### src/rtl/zero_compare_branch_defines.vh
// Constants for the compare-with-zero branch unit.
// Included by the unit's design file; definitions only.
`ifndef ZERO_COMPARE_BRANCH_DEFINES_VH
`define ZERO_COMPARE_BRANCH_DEFINES_VH

`define OPC_MSB 31
`define OPC_LSB 26
`define SRC_MSB 25
`define SRC_LSB 21
`define ZFLD_MSB 20
`define ZFLD_LSB 16
`define OFS_MSB 15
`define OFS_LSB 0

`define OPC_GT_ZERO 6'h07
`define OPC_GT_ZERO_LIKELY 6'h17
`define OPC_LE_ZERO 6'h06
`define OPC_LE_ZERO_LIKELY 6'h16

`define SIGN_BIT_64 63
`define SIGN_BIT_32 31
`define SLOT_PC_STEP 3'h4

`endif

### src/rtl/zero_compare_branch_unit.v
// Decode and resolve four compare-with-zero branches.
// Assumes the pipeline presents one issued instruction per valid cycle,
// with its PC and the source register value read in that same cycle.
`timescale 1ns/1ps
`default_nettype none
`include "zero_compare_branch_defines.vh"

module zero_compare_branch_unit #(
	parameter XLEN = 64
) (
	input wire core_clk_i,
	input wire rst_i,
	input wire issue_valid_i,
	input wire [31:0] instr_i,
	input wire [XLEN-1:0] instr_pc_i,
	input wire [XLEN-1:0] source_register_field_value_i,
	input wire mode64_i,
	output reg branch_seen_o,
	output reg [4:0] source_register_field_o,
	output reg redirect_o,
	output reg [XLEN-1:0] redirect_pc_o,
	output reg nullify_o
);

	// Only one thing is ever waited for: the delay slot of a decoded branch
	localparam ST_IDLE = 1'b0;
	localparam ST_SLOT = 1'b1;

	wire [5:0] opcode;
	wire [4:0] zero_field;
	wire [15:0] offset;
	wire is_gt;
	wire is_gt_likely;
	wire is_le;
	wire is_le_likely;
	wire is_branch;
	reg sign_bit;
	reg value_zero;
	wire cond_gt;
	wire cond_le;
	wire taken;
	wire likely;
	wire [XLEN-1:0] offset_ext;
	wire [XLEN-1:0] slot_pc;
	wire [XLEN-1:0] target;

	reg state_reg;
	reg state_next;
	reg taken_reg;
	reg taken_next;
	reg kill_reg;
	reg kill_next;
	reg [XLEN-1:0] target_reg;
	reg [XLEN-1:0] target_next;
	reg branch_seen_next;
	reg redirect_next;
	reg [XLEN-1:0] redirect_pc_next;
	reg nullify_next;

	assign opcode = instr_i[`OPC_MSB:`OPC_LSB];
	assign zero_field = instr_i[`ZFLD_MSB:`ZFLD_LSB];
	assign offset = instr_i[`OFS_MSB:`OFS_LSB];
	// One matcher per branch kind; a word with a nonzero middle field belongs to
	// another instruction and is left alone
	branch_opcode_match #(
		.OPCODE(`OPC_GT_ZERO)
	) u_match_gt (
		.opcode_i(opcode),
		.zero_field_i(zero_field),
		.match_o(is_gt)
	);

	branch_opcode_match #(
		.OPCODE(`OPC_GT_ZERO_LIKELY)
	) u_match_gt_likely (
		.opcode_i(opcode),
		.zero_field_i(zero_field),
		.match_o(is_gt_likely)
	);

	branch_opcode_match #(
		.OPCODE(`OPC_LE_ZERO)
	) u_match_le (
		.opcode_i(opcode),
		.zero_field_i(zero_field),
		.match_o(is_le)
	);

	branch_opcode_match #(
		.OPCODE(`OPC_LE_ZERO_LIKELY)
	) u_match_le_likely (
		.opcode_i(opcode),
		.zero_field_i(zero_field),
		.match_o(is_le_likely)
	);

	assign is_branch = is_gt | is_gt_likely | is_le | is_le_likely;
	assign likely = is_gt_likely | is_le_likely;

	// Sign and zero follow the operand width chosen for this issue
	always @* begin
		if (mode64_i) begin
			sign_bit = source_register_field_value_i[`SIGN_BIT_64];
			value_zero = (source_register_field_value_i == {XLEN{1'b0}});
		end else begin
			sign_bit = source_register_field_value_i[`SIGN_BIT_32];
			value_zero = (source_register_field_value_i[`SIGN_BIT_32:0] == 32'h00000000);
		end
	end

	// Both tests must hold; an OR here would take the branch for negative values too
	assign cond_gt = ~sign_bit & ~value_zero;
	assign cond_le = sign_bit | value_zero;
	// Likely forms share the condition; they differ only in what happens to the slot
	assign taken = ((is_gt | is_gt_likely) & cond_gt)
		| ((is_le | is_le_likely) & cond_le);

	// The offset counts words, so the two low bits of the extended offset are always zero
	assign offset_ext = {{(XLEN-18){offset[15]}}, offset, 2'b00};
	assign slot_pc = instr_pc_i + {{(XLEN-3){1'b0}}, `SLOT_PC_STEP};
	assign target = slot_pc + offset_ext;

	// A pending branch keeps its decision and target until its slot issues, however late
	always @* begin
		state_next = state_reg;
		taken_next = taken_reg;
		kill_next = kill_reg;
		target_next = target_reg;
		branch_seen_next = 1'b0;
		redirect_next = 1'b0;
		redirect_pc_next = redirect_pc_o;
		nullify_next = 1'b0;
		case (state_reg)
			ST_IDLE: begin
				// Decoding only while idle keeps a branch in the slot from opening a new pair
				if (issue_valid_i && is_branch) begin
					state_next = ST_SLOT;
					branch_seen_next = 1'b1;
					taken_next = taken;
					kill_next = likely & ~taken;
					target_next = target;
				end
			end
			ST_SLOT: begin
				// Wait for the delay slot to issue before acting
				if (issue_valid_i) begin
					state_next = ST_IDLE;
					redirect_next = taken_reg;
					redirect_pc_next = target_reg;
					nullify_next = kill_reg;
					taken_next = 1'b0;
					kill_next = 1'b0;
				end
			end
			default: begin
				state_next = ST_IDLE;
			end
		endcase
	end

	always @(posedge core_clk_i) begin
		// Clearing the state drops a branch whose slot never came
		if (rst_i) begin
			state_reg <= ST_IDLE;
			taken_reg <= 1'b0;
			kill_reg <= 1'b0;
			target_reg <= {XLEN{1'b0}};
			branch_seen_o <= 1'b0;
			source_register_field_o <= 5'h00;
			redirect_o <= 1'b0;
			redirect_pc_o <= {XLEN{1'b0}};
			nullify_o <= 1'b0;
		end else begin
			state_reg <= state_next;
			taken_reg <= taken_next;
			kill_reg <= kill_next;
			target_reg <= target_next;
			branch_seen_o <= branch_seen_next;
			source_register_field_o <= instr_i[`SRC_MSB:`SRC_LSB];
			// Redirect after the slot issues; a not-taken plain form just falls through
			redirect_o <= redirect_next;
			// The target stays on its port until the next slot so a late reader still sees it
			redirect_pc_o <= redirect_pc_next;
			// Only likely forms kill the slot; plain forms let it run
			nullify_o <= nullify_next;
		end
	end

endmodule

// One decoder per branch kind. A word whose middle field is not zero
// belongs to another instruction and must not be taken as a branch here.
module branch_opcode_match #(
	parameter [5:0] OPCODE = 6'h00
) (
	input wire [5:0] opcode_i,
	input wire [4:0] zero_field_i,
	output wire match_o
);

	assign match_o = (opcode_i == OPCODE) && (zero_field_i == 5'h00);

endmodule

`default_nettype wire

### config.mk
export PLATFORM = sky130hd
export DESIGN_NAME = zero_compare_branch_unit
export DESIGN_NICKNAME = d
export VERILOG_FILES = /design/src/rtl/zero_compare_branch_unit.v
export VERILOG_INCLUDE_DIRS = /design/src /design/src/rtl
export SDC_FILE = /design/constraint.sdc
export NUM_CORES = 1
export LEC_CHECK = 0
export BUFFER_PORTS_ARGS = -buffer_cell sky130_fd_sc_hd__buf_4
export CAP_MARGIN = 10
export CORE_MARGIN = 1
export CORE_UTILIZATION = 41
export DETAILED_ROUTE_END_ITERATION = 16
export PLACE_DENSITY = 0.76
export SETUP_SLACK_MARGIN = 0.15
export SLEW_MARGIN = 0
export SYNTH_ARGS = -nofsm -noshare
export SYNTH_HDL_FRONTEND = slang
export SYNTH_SLANG_ARGS = --single-unit
### constraint.sdc
create_clock -name core_clk_i -period 2.9 [get_ports core_clk_i]
set_input_delay 0.29 -clock core_clk_i [delete_from_list [all_inputs] [get_ports core_clk_i]]
set_output_delay 0.29 -clock core_clk_i [all_outputs]
set_load 0.005 [all_outputs]
==> load_flow_metrics.sql, run 1 <==
INSERT INTO impl_metrics (metric_group, metric, value, unit) VALUES
('route', 'drc_errors', '0', ''),
('synth', 'netlist.area_leader.share', '30.25', '%'),
('power', 'cellInternalPower', '0.004321', 'W'),
('power', 'power.share.sequential', '30.9', '%'),
('critical_path', 'worstPathMaxFanout', '23', ''),
('sta', 'layout_min_cycle_time', '2753', 'ps'),
('place', 'place_ws', '-617.6', 'ps'),
('synth', 'yosys.area_share.simple', '21.54', '%'),
('die', 'die_width', '151.8', 'µm'),
('route', 'dr.first_iter.drc_count', '491', ''),
('final_layout', 'syn2layout_area_growth', '48.55', '%'),
('place', 'dpl.hpwl', '22930', 'µm'),
('sta', 'worst_clock_skew', '11.75', 'ps'),
('die', 'die-area', '0.02304', 'mm²'),
('synth', 'synthesis.yosys.warnings', '0', ''),
('power', 'share_comb_of_total_power', '33.5', '%'),
('critical_path', 'path_depth', '13', ''),
('critical_path', 'reg2regPathDepth', '6', ''),
('synth', 'sequential_area_share_after_synthesis', '30.25', '%'),
('route', 'totalWireLength', '29040', 'µm'),
('synth', 'ys_async_sr_fraction', '0', '%'),
('synth', 'synth.mux.area_fraction', '0.2176', '%'),
('critical_path', 'r2r_slack', '380', 'ps'),
('flow_run', 'max-cap-violations', '0', ''),
('critical_path', 'library_cell_appearing_most_often_on_the_critical_path', 'ha_1', ''),
('sta', 'setup_tns', '0', 'ps'),
('global_route', 'grtUsageTotal', '24.78', '%'),
('synth', 'synthDistinctLibCells', '66', ''),
('sta', 'clock.fmax', '363.3', 'MHz'),
('synth', 'synthesis.instances', '1193', ''),
('critical_path', 'crit_arrival', '3030', 'ps'),
('die', 'placement_rows', '54', ''),
('sta', 'drv_slew', '0', ''),
('sta', 'worst_slack', '147.1', 'ps'),
('synth', 'synthesis.nets', '1479', ''),
('global_route', 'grt_first_pass_wirelength', '45080', 'µm'),
('sta', 'worst-slew-pin-transition', '1164', 'ps'),
('clock_tree', 'latest_clock_arrival_within_the_worst_skew_pair', '420', 'ps'),
('clock_tree', 'clockBufferDepth', '2', ''),
('run_status', 'status', 'finished, final reports clean', ''),
('critical_path', 'cp.required', '3180', 'ps'),
('critical_path', 'cp-end-kind', 'flop', ''),
('route', 'detail_route.wl_per_cell', '15.45', 'µm'),
('route', 'num_vias', '10036', ''),
('sta', 'rsz0062_at_grt', 'yes', ''),
('global_route', 'largest_net_degree_at_the_start_of_global_routing', '62', ''),
('power', 'power_leakage', '6.059', 'nW'),
('sta', 'final.period_utilization', '94.93', '%'),
('synth', 'postSynthAreaPerCell', '7.712', 'µm²'),
('place', 'place_congestion', '0.9085', ''),
('critical_path', 'max_stage_delay_on_crit_path', '460', 'ps'),
('critical_path', 'worstSetupEndpoint', 'target_reg[63]$_SDFFE_PP0P_', ''),
('die', 'die_height', '151.8', 'µm'),
('critical_path', 'cp_max_delay_cell', 'o21ai_1', ''),
('clock_tree', 'clk_pin_slew', '60', 'ps'),
('die', 'core_region_area', '0.02189', 'mm²'),
('clock_tree', 'cts_inserted_buffers', '17', ''),
('clock_tree', 'cts_num_sinks', '139', ''),
('critical_path', 'worst_setup_path_start_kind', 'input port', ''),
('synth', 'synth_adder_area_share', '16.67', '%'),
('sta', 'hold_violations', '0', ''),
('synth', 'synth_compound_area_share', '22.77', '%'),
('clock_tree', 'cts_tree', 'built', ''),
('synth', 'synthesized_cell_area', '0.009200', 'mm²'),
('worst_hold_path', 'worstHoldPathType', 'in2reg', ''),
('synth', 'synth-edff-count', '0', ''),
('clock_tree', 'cts.root.buffer_cell', 'clkbuf_16', ''),
('route', 'routed_via_density', '5.338', ''),
('power', 'power.clock.fraction', '35.6', '%'),
('global_route', 'remaining_global_route_overflow', '0', ''),
('power', 'power.share.switching', '30.31', '%');
per-stage QoR:
stage	util [%]	total power (W)	instance area, µm²
after detailed placement	57.40	0.003852	12560
after global placement	57.40	0.003826	12560
after global routing	62.43	0.006487	13670
final	62.43	0.006200	13670
after floorplan	-	0.002916	9214
after CTS	60.49	0.006092	13240
repair_timing:
| item | CTS | global route |
|---|---|---|
| pin swaps | 8 | 32 |
| setup endpoints to repair | 16 | 28 |
| hold buffers | 0 | 0 |
| resized for setup | 12 | 70 |
| buffers inserted | 1 | 5 |
| hold endpoints to repair | 0 | 0 |
| gates cloned | 0 | 0 |
power groups by stage:
stage | Combinational [W] | Clock (W) | Sequential [W]
after detailed placement | 0.00189 | 0 | 0.00196
after global placement | 0.00187 | 0 | 0.00196
after global routing | 0.00225 | 0.00232 | 0.00191
after CTS | 0.00193 | 0.00225 | 0.00192
final | 0.00208 | 0.00221 | 0.00192
after floorplan | 0.000958 | 0 | 0.00196
cells by family after synthesis:
group,after synthesis
simple gates,446
xor+xnor,52
flops,139
mux,2
fa+ha+maj,122
buf+inv,85
compound gates,347
worst reg2reg max path, cell delays in order, from the launching register on:
cell	delay [ps]
dfxtp_1	330
nor4b_1	660
nand3_2	370
buf_4	310
nor2_1	430
o2111a_1	270
a221o_1	110
metal layers:
| layer | vias to the layer above | wire [µm] | global-route usage, % |
|---|---|---|---|
| li1 | 5041 | - | - |
| met5 | - | 0 | 0 |
| met2 | 348 | 14100 | 43.20 |
| met1 | 4605 | 12660 | 31.37 |
| met4 | 0 | 586 | 7.178 |
| met3 | 42 | 1695 | 3.683 |
synthesized netlist by cell type (all sizes together), types with 3 or more instances:
cell / instances
and3b: 3
a31oi: 7
and3: 7
o211ai: 11
o21bai: 11
a21oi: 181
clkbuf: 52
nor3: 10
or3: 8
xor2: 21
xnor2: 31
o31ai: 4
ha: 121
buf: 10
nand4: 21
nor3b: 3
nand3: 23
nand2b: 3
a21boi: 4
a221oi: 4
a221o: 6
o21ai: 55
nor2: 47
a21o: 30
dfxtp: 139
nand2: 272
inv: 23
nor4: 22
nand3b: 4
and2: 4
a211oi: 12
nor2b: 12
layout make-up:
class | instances | area [µm²]
fill | 1917 | 8224
multi-input combinational | 969 | 6553
timing repair buffer | 437 | 3296
sequential | 139 | 2783
clock buffer | 18 | 429.2
tap | 280 | 350.3
clock inverter | 14 | 170.2
inverter | 23 | 86.33
how the worst min path moves through the flow:
stage          slack (ps)                                    end  depth (start not counted)                         from
3_3_place_gp          440         redirect_pc_o[11]$_SDFFE_PP0P_                          2  target_reg[11]$_SDFFE_PP0P_
3_5_place_dp          440         redirect_pc_o[58]$_SDFFE_PP0P_                          2  target_reg[58]$_SDFFE_PP0P_
5_1_grt                90  source_register_field_o[3]$_SDFF_PP0_                          2                  instr_i[24]
2_1_floorplan         420  source_register_field_o[0]$_SDFF_PP0_                          1                  instr_i[21]
4_1_cts                70  source_register_field_o[3]$_SDFF_PP0_                          2                  instr_i[24]
6_report               90  source_register_field_o[0]$_SDFF_PP0_                          2                  instr_i[21]
No activity file was read; power rests on OpenSTA's default activity.
==> run 2, diff against run 1 <==
--- a/config.mk
+++ b/config.mk
@@ -11,7 +11,7 @@
 export CORE_MARGIN = 1
 export CORE_UTILIZATION = 41
 export DETAILED_ROUTE_END_ITERATION = 16
-export PLACE_DENSITY = 0.76
+export PLACE_DENSITY = 0.73
 export SETUP_SLACK_MARGIN = 0.15
 export SLEW_MARGIN = 0
 export SYNTH_ARGS = -nofsm -noshare
==> constraint.sdc (replaced) <==
create_clock -name core_clk_i -period 2.78 [get_ports core_clk_i]
set_input_delay 0.278 -clock core_clk_i [delete_from_list [all_inputs] [get_ports core_clk_i]]
set_output_delay 0.278 -clock core_clk_i [all_outputs]
set_load 0.005 [all_outputs]
==> run 2 against run 1 <==
Against the previous run: final cell count up 1.7%; register-to-register slack better by 440 ps; first-iteration DRC count up 10%; setup slack worse by 75 ps; count of clock-buffer cells in the layout unchanged; core utilization up 4.2 points; critical path type unchanged.
==> load_flow_metrics.sql, run 2 (synthesized netlist as in run 1, its figures left out) <==
INSERT INTO impl_metrics (metric_group, metric, value, unit) VALUES
('run_status', 'status', 'finished, final reports clean', ''),
('route', 'top_layer_used', 'met4', ''),
('sta', 'timing.final.setup_violations', '0', ''),
('clock_tree', 'cts_hold_buf', '0', ''),
('final_layout', 'insertedDiodeCount', '0', ''),
('clock_tree', 'cts_num_sinks', '139', ''),
('route', 'first_pass_iters', '5', ''),
('place', 'dpl_cell_area', '0.01276', 'mm²'),
('critical_path', 'worst-setup-path-type', 'in2reg', ''),
('final_layout', 'finish.instance_area', '0.01459', 'mm²'),
('clock_tree', 'latest_clock_arrival_within_the_worst_skew_pair', '420', 'ps'),
('sta', 'layout_min_cycle_time', '2707', 'ps'),
('route', 'dr.first_iter.drc_count', '540', ''),
('route', 'route.met2.wl', '16030', 'µm'),
('critical_path', 'cp.required', '3140', 'ps'),
('clock_tree', 'cts.root.buffer_cell', 'clkbuf_16', ''),
('die', 'die_width', '151.8', 'µm'),
('sta', 'maxSlewHeadroom', '50.67', '%'),
('place', 'buffer_ports.inserted', '235', ''),
('route', 'detail_route.wl_per_cell', '17.02', 'µm'),
('die', 'die_height', '151.8', 'µm'),
('die', 'placement_rows', '54', ''),
('die', 'initial_utilization', '42.03', '%'),
('worst_hold_path', 'worstHoldPathType', 'in2reg', ''),
('critical_path', 'r2r_slack', '820', 'ps'),
('clock_tree', 'cts-htree-levels', '4', ''),
('global_route', 'remaining_global_route_overflow', '0', ''),
('global_route', 'grt_first_pass_wirelength', '47960', 'µm'),
('die', 'core_region_area', '0.02189', 'mm²'),
('global_route', 'via_count_of_the_first_global_routing_pass', '9831', ''),
('sta', 'worst_clock_skew', '9.020', 'ps'),
('route', 'wire_length_on_met1', '13980', 'µm'),
('clock_tree', 'cts_inserted_buffers', '17', ''),
('critical_path', 'cp-end-kind', 'flop', ''),
('place', 'numPlacedInstances', '1864', ''),
('flow_run', 'max-cap-violations', '0', ''),
('critical_path', 'crit_arrival', '3060', 'ps'),
('route', 'remaining_antenna_violation_count', '0', ''),
('sta', 'rsz0062_at_grt', 'yes', ''),
('route', 'routed-wl-met3', '1728', 'µm'),
('power', 'power-per-cell-area', '462.3', 'mW/mm²'),
('final_layout', 'layout-drive-gt1-share', '39.09', '%'),
('final_layout', 'design.final.nets', '1905', ''),
('sta', 'worst-slew-pin-transition', '737.2', 'ps'),
('die', 'die-area', '0.02304', 'mm²'),
('final_layout', 'layoutNonFillerInstCount', '1912', ''),
('power', 'peakVddDrop', '0.4113', 'mV'),
('sta', 'clock.fmax', '369.3', 'MHz'),
('sta', 'drv_slew', '0', ''),
('final_layout', 'syn2layout_area_growth', '58.53', '%'),
('route', 'routed_via_density', '5.502', ''),
('sta', 'hold_violations', '0', ''),
('place', 'dpl.hpwl', '23490', 'µm'),
('global_route', 'largest_net_degree_at_the_start_of_global_routing', '66', ''),
('route', 'num_vias', '10519', ''),
('place', 'place_congestion', '0.9152', ''),
('clock_tree', 'clk_pin_slew', '60', 'ps'),
('clock_tree', 'cts_tree', 'built', ''),
('final_layout', 'mostFrequentLayoutCell', 'buf_4', ''),
('critical_path', 'worstPathMaxFanout', '4', ''),
('clock_tree', 'clockBufferDepth', '2', ''),
('route', 'totalWireLength', '32540', 'µm'),
('global_route', 'grtUsageTotal', '26.37', '%'),
('sta', 'final.period_utilization', '97.39', '%'),
('die', 'floorplan.io_pins', '236', ''),
('critical_path', 'worst_setup_path_start_kind', 'input port', ''),
('power', 'power_leakage', '6.293', 'nW'),
('route', 'drc_errors', '0', ''),
('final_layout', 'most-common-layout-cells', 'buf_4, nand2_1, a21oi_1', ''),
('global_route', 'number_of_antenna_violations_at_the_first_check_in_global_routing', '0', ''),
('power', 'design_power_total', '0.006743', 'W');
## run 2: changes by cell type in the layout (fill, tap and decap cells not counted), sizes merged
cell and change:
bufinv -2, inv +6, clkinv -4, buf +32
## run 2: area by class of cell
| cell class | count | area, µm² |
|---|---|---|
| Sequential cell | 139 | 2783 |
| Inverter | 23 | 88.84 |
| Fill cell | 1834 | 7306 |
| Clock inverter | 14 | 152.6 |
| Tap cell | 280 | 350.3 |
| Multi-Input combinational cell | 969 | 7199 |
| Clock buffer | 18 | 439.2 |
| Timing Repair Buffer | 469 | 3572 |
## run 2: routing by layer
layer	track usage, %	vias up
met3	3.383	57
met4	9.010	0
li1	-	5120
met5	0	-
met2	44.84	396
met1	34.13	4946
## run 2: stage by stage
stage | utilization, % | setup TNS (ps) | worst slack, ps | hold WS (ps)
2_1_floorplan | - | 0 | 126.5 | 406.2
3_3_place_gp | 58.29 | -12630 | -549.1 | 438.0
3_5_place_dp | 58.29 | -13220 | -538.6 | 441.9
4_1_cts | 62.65 | 0 | 137.3 | 62.25
5_1_grt | 66.63 | -38.22 | -38.22 | 80.09
6_report | 66.63 | 0 | 72.52 | 71.21
## run 2: path summary, 6_finish.rpt
check	cells after the start	to	from
max	12	target_reg[56]$_SDFFE_PP0P_	instr_i[4]
min	2	source_register_field_o[1]$_SDFF_PP0_	instr_i[22]
max reg2reg	7	target_reg[58]$_SDFFE_PP0P_	state_reg$_SDFF_PP0_
min reg2reg	2	redirect_pc_o[3]$_SDFFE_PP0P_	target_reg[3]$_SDFFE_PP0P_
## run 2: timing repair
item                                    CTS  global route
endpoints found under the setup margin   26            34
resized for setup                        50           113
pin swaps                                36            44
setup buffers                             9             7
## run 2: critical path, cell delays in order
cell and delay (ps):
buf_4 110, ha_1 340, ha_4 300, nand3_1 110, o211ai_2 300, nand4_1 190, o211a_1 190, o21a_4 260
o221ai_4 230, o21ai_4 120, or4_4 540, nand3_1 90
## run 2: power breakdown
| part | switching, W | leakage (nW) | total (W) | internal (W) |
|---|---|---|---|---|
| combinational | 0.00122 | 4.88 | 0.00248 | 0.00126 |
| sequential | 0.00000150 | 1.12 | 0.00200 | 0.00200 |
| clock | 0.000975 | 0.290 | 0.00227 | 0.00130 |
==> run 3, diff against run 2 <==
--- a/config.mk
+++ b/config.mk
@@ -8,10 +8,12 @@
 export LEC_CHECK = 0
 export BUFFER_PORTS_ARGS = -buffer_cell sky130_fd_sc_hd__buf_4
 export CAP_MARGIN = 10
+export CELL_PAD_IN_SITES_DETAIL_PLACEMENT = 0
+export CELL_PAD_IN_SITES_GLOBAL_PLACEMENT = 1
 export CORE_MARGIN = 1
-export CORE_UTILIZATION = 41
+export CORE_UTILIZATION = 39
 export DETAILED_ROUTE_END_ITERATION = 16
-export PLACE_DENSITY = 0.73
+export PLACE_DENSITY = 0.9
 export SETUP_SLACK_MARGIN = 0.15
 export SLEW_MARGIN = 0
 export SYNTH_ARGS = -nofsm -noshare
==> run 3 against run 2 <==
Against the previous run: core utilization decreased by 0.47 points; final area is 3.9% higher; sequential share of layout area shrank 0.72 points.
==> load_flow_metrics.sql, run 3 (synthesized netlist as in run 1, its figures left out) <==
INSERT INTO impl_metrics (metric_group, metric, value, unit) VALUES
('die', 'initial_utilization', '40.15', '%'),
('sta', 'clock.fmax', '367.2', 'MHz'),
('final_layout', 'finish.instance_area', '0.01516', 'mm²'),
('critical_path', 'cp-end-kind', 'flop', ''),
('place', 'buffer_ports.inserted', '235', ''),
('die', 'die_width', '155.6', 'µm'),
('critical_path', 'worst-setup-path-type', 'in2reg', ''),
('sta', 'worst-slew-pin-transition', '1105', 'ps'),
('critical_path', 'worst_r2r_src', 'state_reg$_SDFF_PP0_', ''),
('critical_path', 'r2r_slack', '370', 'ps'),
('route', 'routed_via_density', '5.314', ''),
('sta', 'maxSlewHeadroom', '26.08', '%'),
('sta', 'worst_slack', '56.50', 'ps'),
('final_layout', 'layout-drive-gt1-share', '40.63', '%'),
('run_status', 'status', 'finished, final reports clean', ''),
('sta', 'layout_min_cycle_time', '2723', 'ps'),
('route', 'detail_route.wl_per_cell', '16.71', 'µm'),
('route', 'remaining_antenna_violation_count', '0', ''),
('final_layout', 'multi_input_area', '0.007407', 'mm²'),
('final_layout', 'insertedDiodeCount', '0', ''),
('clock_tree', 'clk_pin_slew', '60', 'ps'),
('power', 'power-per-cell-area', '461.0', 'mW/mm²'),
('global_route', 'largest_net_degree_at_the_start_of_global_routing', '87', ''),
('sta', 'setup_tns', '0', 'ps'),
('route', 'first_pass_iters', '5', ''),
('clock_tree', 'cts_num_sinks', '139', ''),
('power', 'design_power_total', '0.006989', 'W'),
('sta', 'worst_clock_skew', '6.147', 'ps'),
('clock_tree', 'latest_clock_arrival_within_the_worst_skew_pair', '420', 'ps'),
('critical_path', 'worstPathMaxFanout', '11', ''),
('die', 'floorplan.io_pins', '236', ''),
('sta', 'hold_violations', '0', ''),
('global_route', 'groute.layer.met1.usage', '32.01', '%'),
('critical_path', 'crit_arrival', '3030', 'ps'),
('route', 'totalWireLength', '32780', 'µm'),
('flow_run', 'max-cap-violations', '0', ''),
('power', 'peakVddDrop', '0.4866', 'mV'),
('critical_path', 'reg2regPathDepth', '6', ''),
('global_route', 'number_of_antenna_violations_at_the_first_check_in_global_routing', '0', ''),
('die', 'placement_rows', '55', ''),
('power', 'power_leakage', '6.448', 'nW'),
('worst_hold_path', 'min_from', 'instr_i[23]', ''),
('final_layout', 'syn2layout_area_growth', '64.78', '%'),
('clock_tree', 'cts-htree-levels', '4', ''),
('place', 'dpl_cell_area', '0.01275', 'mm²'),
('sta', 'drv_slew', '0', ''),
('route', 'dr.first_iter.drc_count', '555', ''),
('clock_tree', 'cts.root.buffer_cell', 'clkbuf_16', ''),
('sta', 'final.period_utilization', '97.97', '%'),
('final_layout', 'design.final.nets', '1922', ''),
('critical_path', 'worst_setup_path_start_kind', 'input port', ''),
('die', 'die_height', '155.6', 'µm'),
('clock_tree', 'cts_inserted_buffers', '17', ''),
('worst_hold_path', 'hold_end', 'source_register_field_o[2]$_SDFF_PP0_', ''),
('sta', 'rsz0062_at_grt', 'yes', ''),
('die', 'core_region_area', '0.02292', 'mm²'),
('critical_path', 'cp.required', '3090', 'ps'),
('die', 'die-area', '0.02421', 'mm²'),
('global_route', 'grtUsageMet2', '45.01', '%'),
('critical_path', 'critical_path.reg2reg.endpoint', 'target_reg[60]$_SDFFE_PP0P_', ''),
('worst_hold_path', 'worstHoldPathType', 'in2reg', ''),
('global_route', 'via_count_of_the_first_global_routing_pass', '9906', ''),
('place', 'dpl.hpwl', '23490', 'µm'),
('global_route', 'grt_first_pass_wirelength', '48490', 'µm'),
('clock_tree', 'clockBufferDepth', '2', ''),
('final_layout', 'ff_latch_area', '0.002783', 'mm²'),
('clock_tree', 'cts_tree', 'built', ''),
('place', 'place_congestion', '0.9020', ''),
('route', 'num_vias', '10427', ''),
('final_layout', 'mostFrequentLayoutCell', 'buf_4', ''),
('global_route', 'groute.layer.met3.usage', '2.639', '%'),
('sta', 'timing.final.setup_violations', '0', ''),
('worst_hold_path', 'holdPathStages', '2', ''),
('global_route', 'grt_busiest_layer', 'met2', ''),
('final_layout', 'n_fill_cell', '1897', ''),
('final_layout', 'most-common-layout-cells', 'buf_4, nand2_1, a21oi_1', ''),
('sta', 'hold_ws', '67.95', 'ps'),
('global_route', 'remaining_global_route_overflow', '0', ''),
('global_route', 'grtUsageTotal', '25.15', '%'),
('place', 'place_ws', '-669.0', 'ps'),
('route', 'drc_errors', '0', '');
run 3: cell types whose count changed in the layout (fill, tap and decap cells not counted), moves of 4 or more:
cell / change
buf_4: -4
buf_6: +15
ha_1: -14
ha_4: +14
o21ai_0: -4
run 3: layout make-up:
| class | count | area share, % |
|---|---|---|
| clock buffers | 18 | 2.897 |
| inverters | 23 | 0.6025 |
| well taps | 313 | 2.583 |
| repair buffers | 486 | 25.47 |
| multi-input cells | 969 | 48.86 |
| clock inverters | 14 | 1.230 |
| flip-flops and latches | 139 | 18.36 |
run 3: metrics by stage:
step / std cells / util [%]
floorplan: 1193 / -
global placement: 1889 / 55.65
detailed placement: 1889 / 55.65
CTS: 1942 / 61.73
global route: 1962 / 66.15
finish: 1962 / 66.15
run 3: report_power, final:
group          leakage (nW)  switching [W]  internal, W  total [W]
registers              1.12     0.00000150      0.00200    0.00200
logic                  5.03        0.00125      0.00134    0.00259
clock network         0.300       0.000940      0.00146    0.00240
run 3: worst max-delay path, cell delays in order:
cell       delay [ps]
clkbuf_16         170
ha_4              230
ha_4              270
buf_6             110
nand4_1           170
nor3_2            210
nand4_1           160
o211a_1           190
o21a_4            260
o221ai_4          240
o21ai_4           120
buf_6             140
o2111a_1          220
a221o_1           250
run 3: repair_timing:
item | 4_1_cts | 5_1_grt
pin swaps | 45 | 80
buffers inserted | 21 | 17
gates cloned | 0 | 3
hold endpoints to repair | 0 | 0
hold buffers | 0 | 0
gates resized for setup | 88 | 119
setup endpoints to repair | 29 | 35
run 3: per-layer routing:
layer / share of wire, % / up-vias / wire (µm)
met5: 0 / - / 0
met4: 2.2 / 0 / 736
met3: 4.8 / 55 / 1570
met2: 50 / 354 / 16460
met1: 43 / 4878 / 14010
li1: - / 5140 / -
run 3: worst max path at each step:
stage	startpoint	endpoint	slack, ps	cells after the start
after floorplan	instr_i[3]	target_reg[56]$_SDFFE_PP0P_	130	11
after global placement	instr_i[15]	target_reg[53]$_SDFFE_PP0P_	-620	13
after detailed placement	instr_i[15]	target_reg[53]$_SDFFE_PP0P_	-670	13
after CTS	instr_pc_i[3]	target_reg[63]$_SDFFE_PP0P_	120	15
after global routing	instr_i[1]	target_reg[55]$_SDFFE_PP0P_	-40	15
final	instr_i[15]	target_reg[60]$_SDFFE_PP0P_	60	14
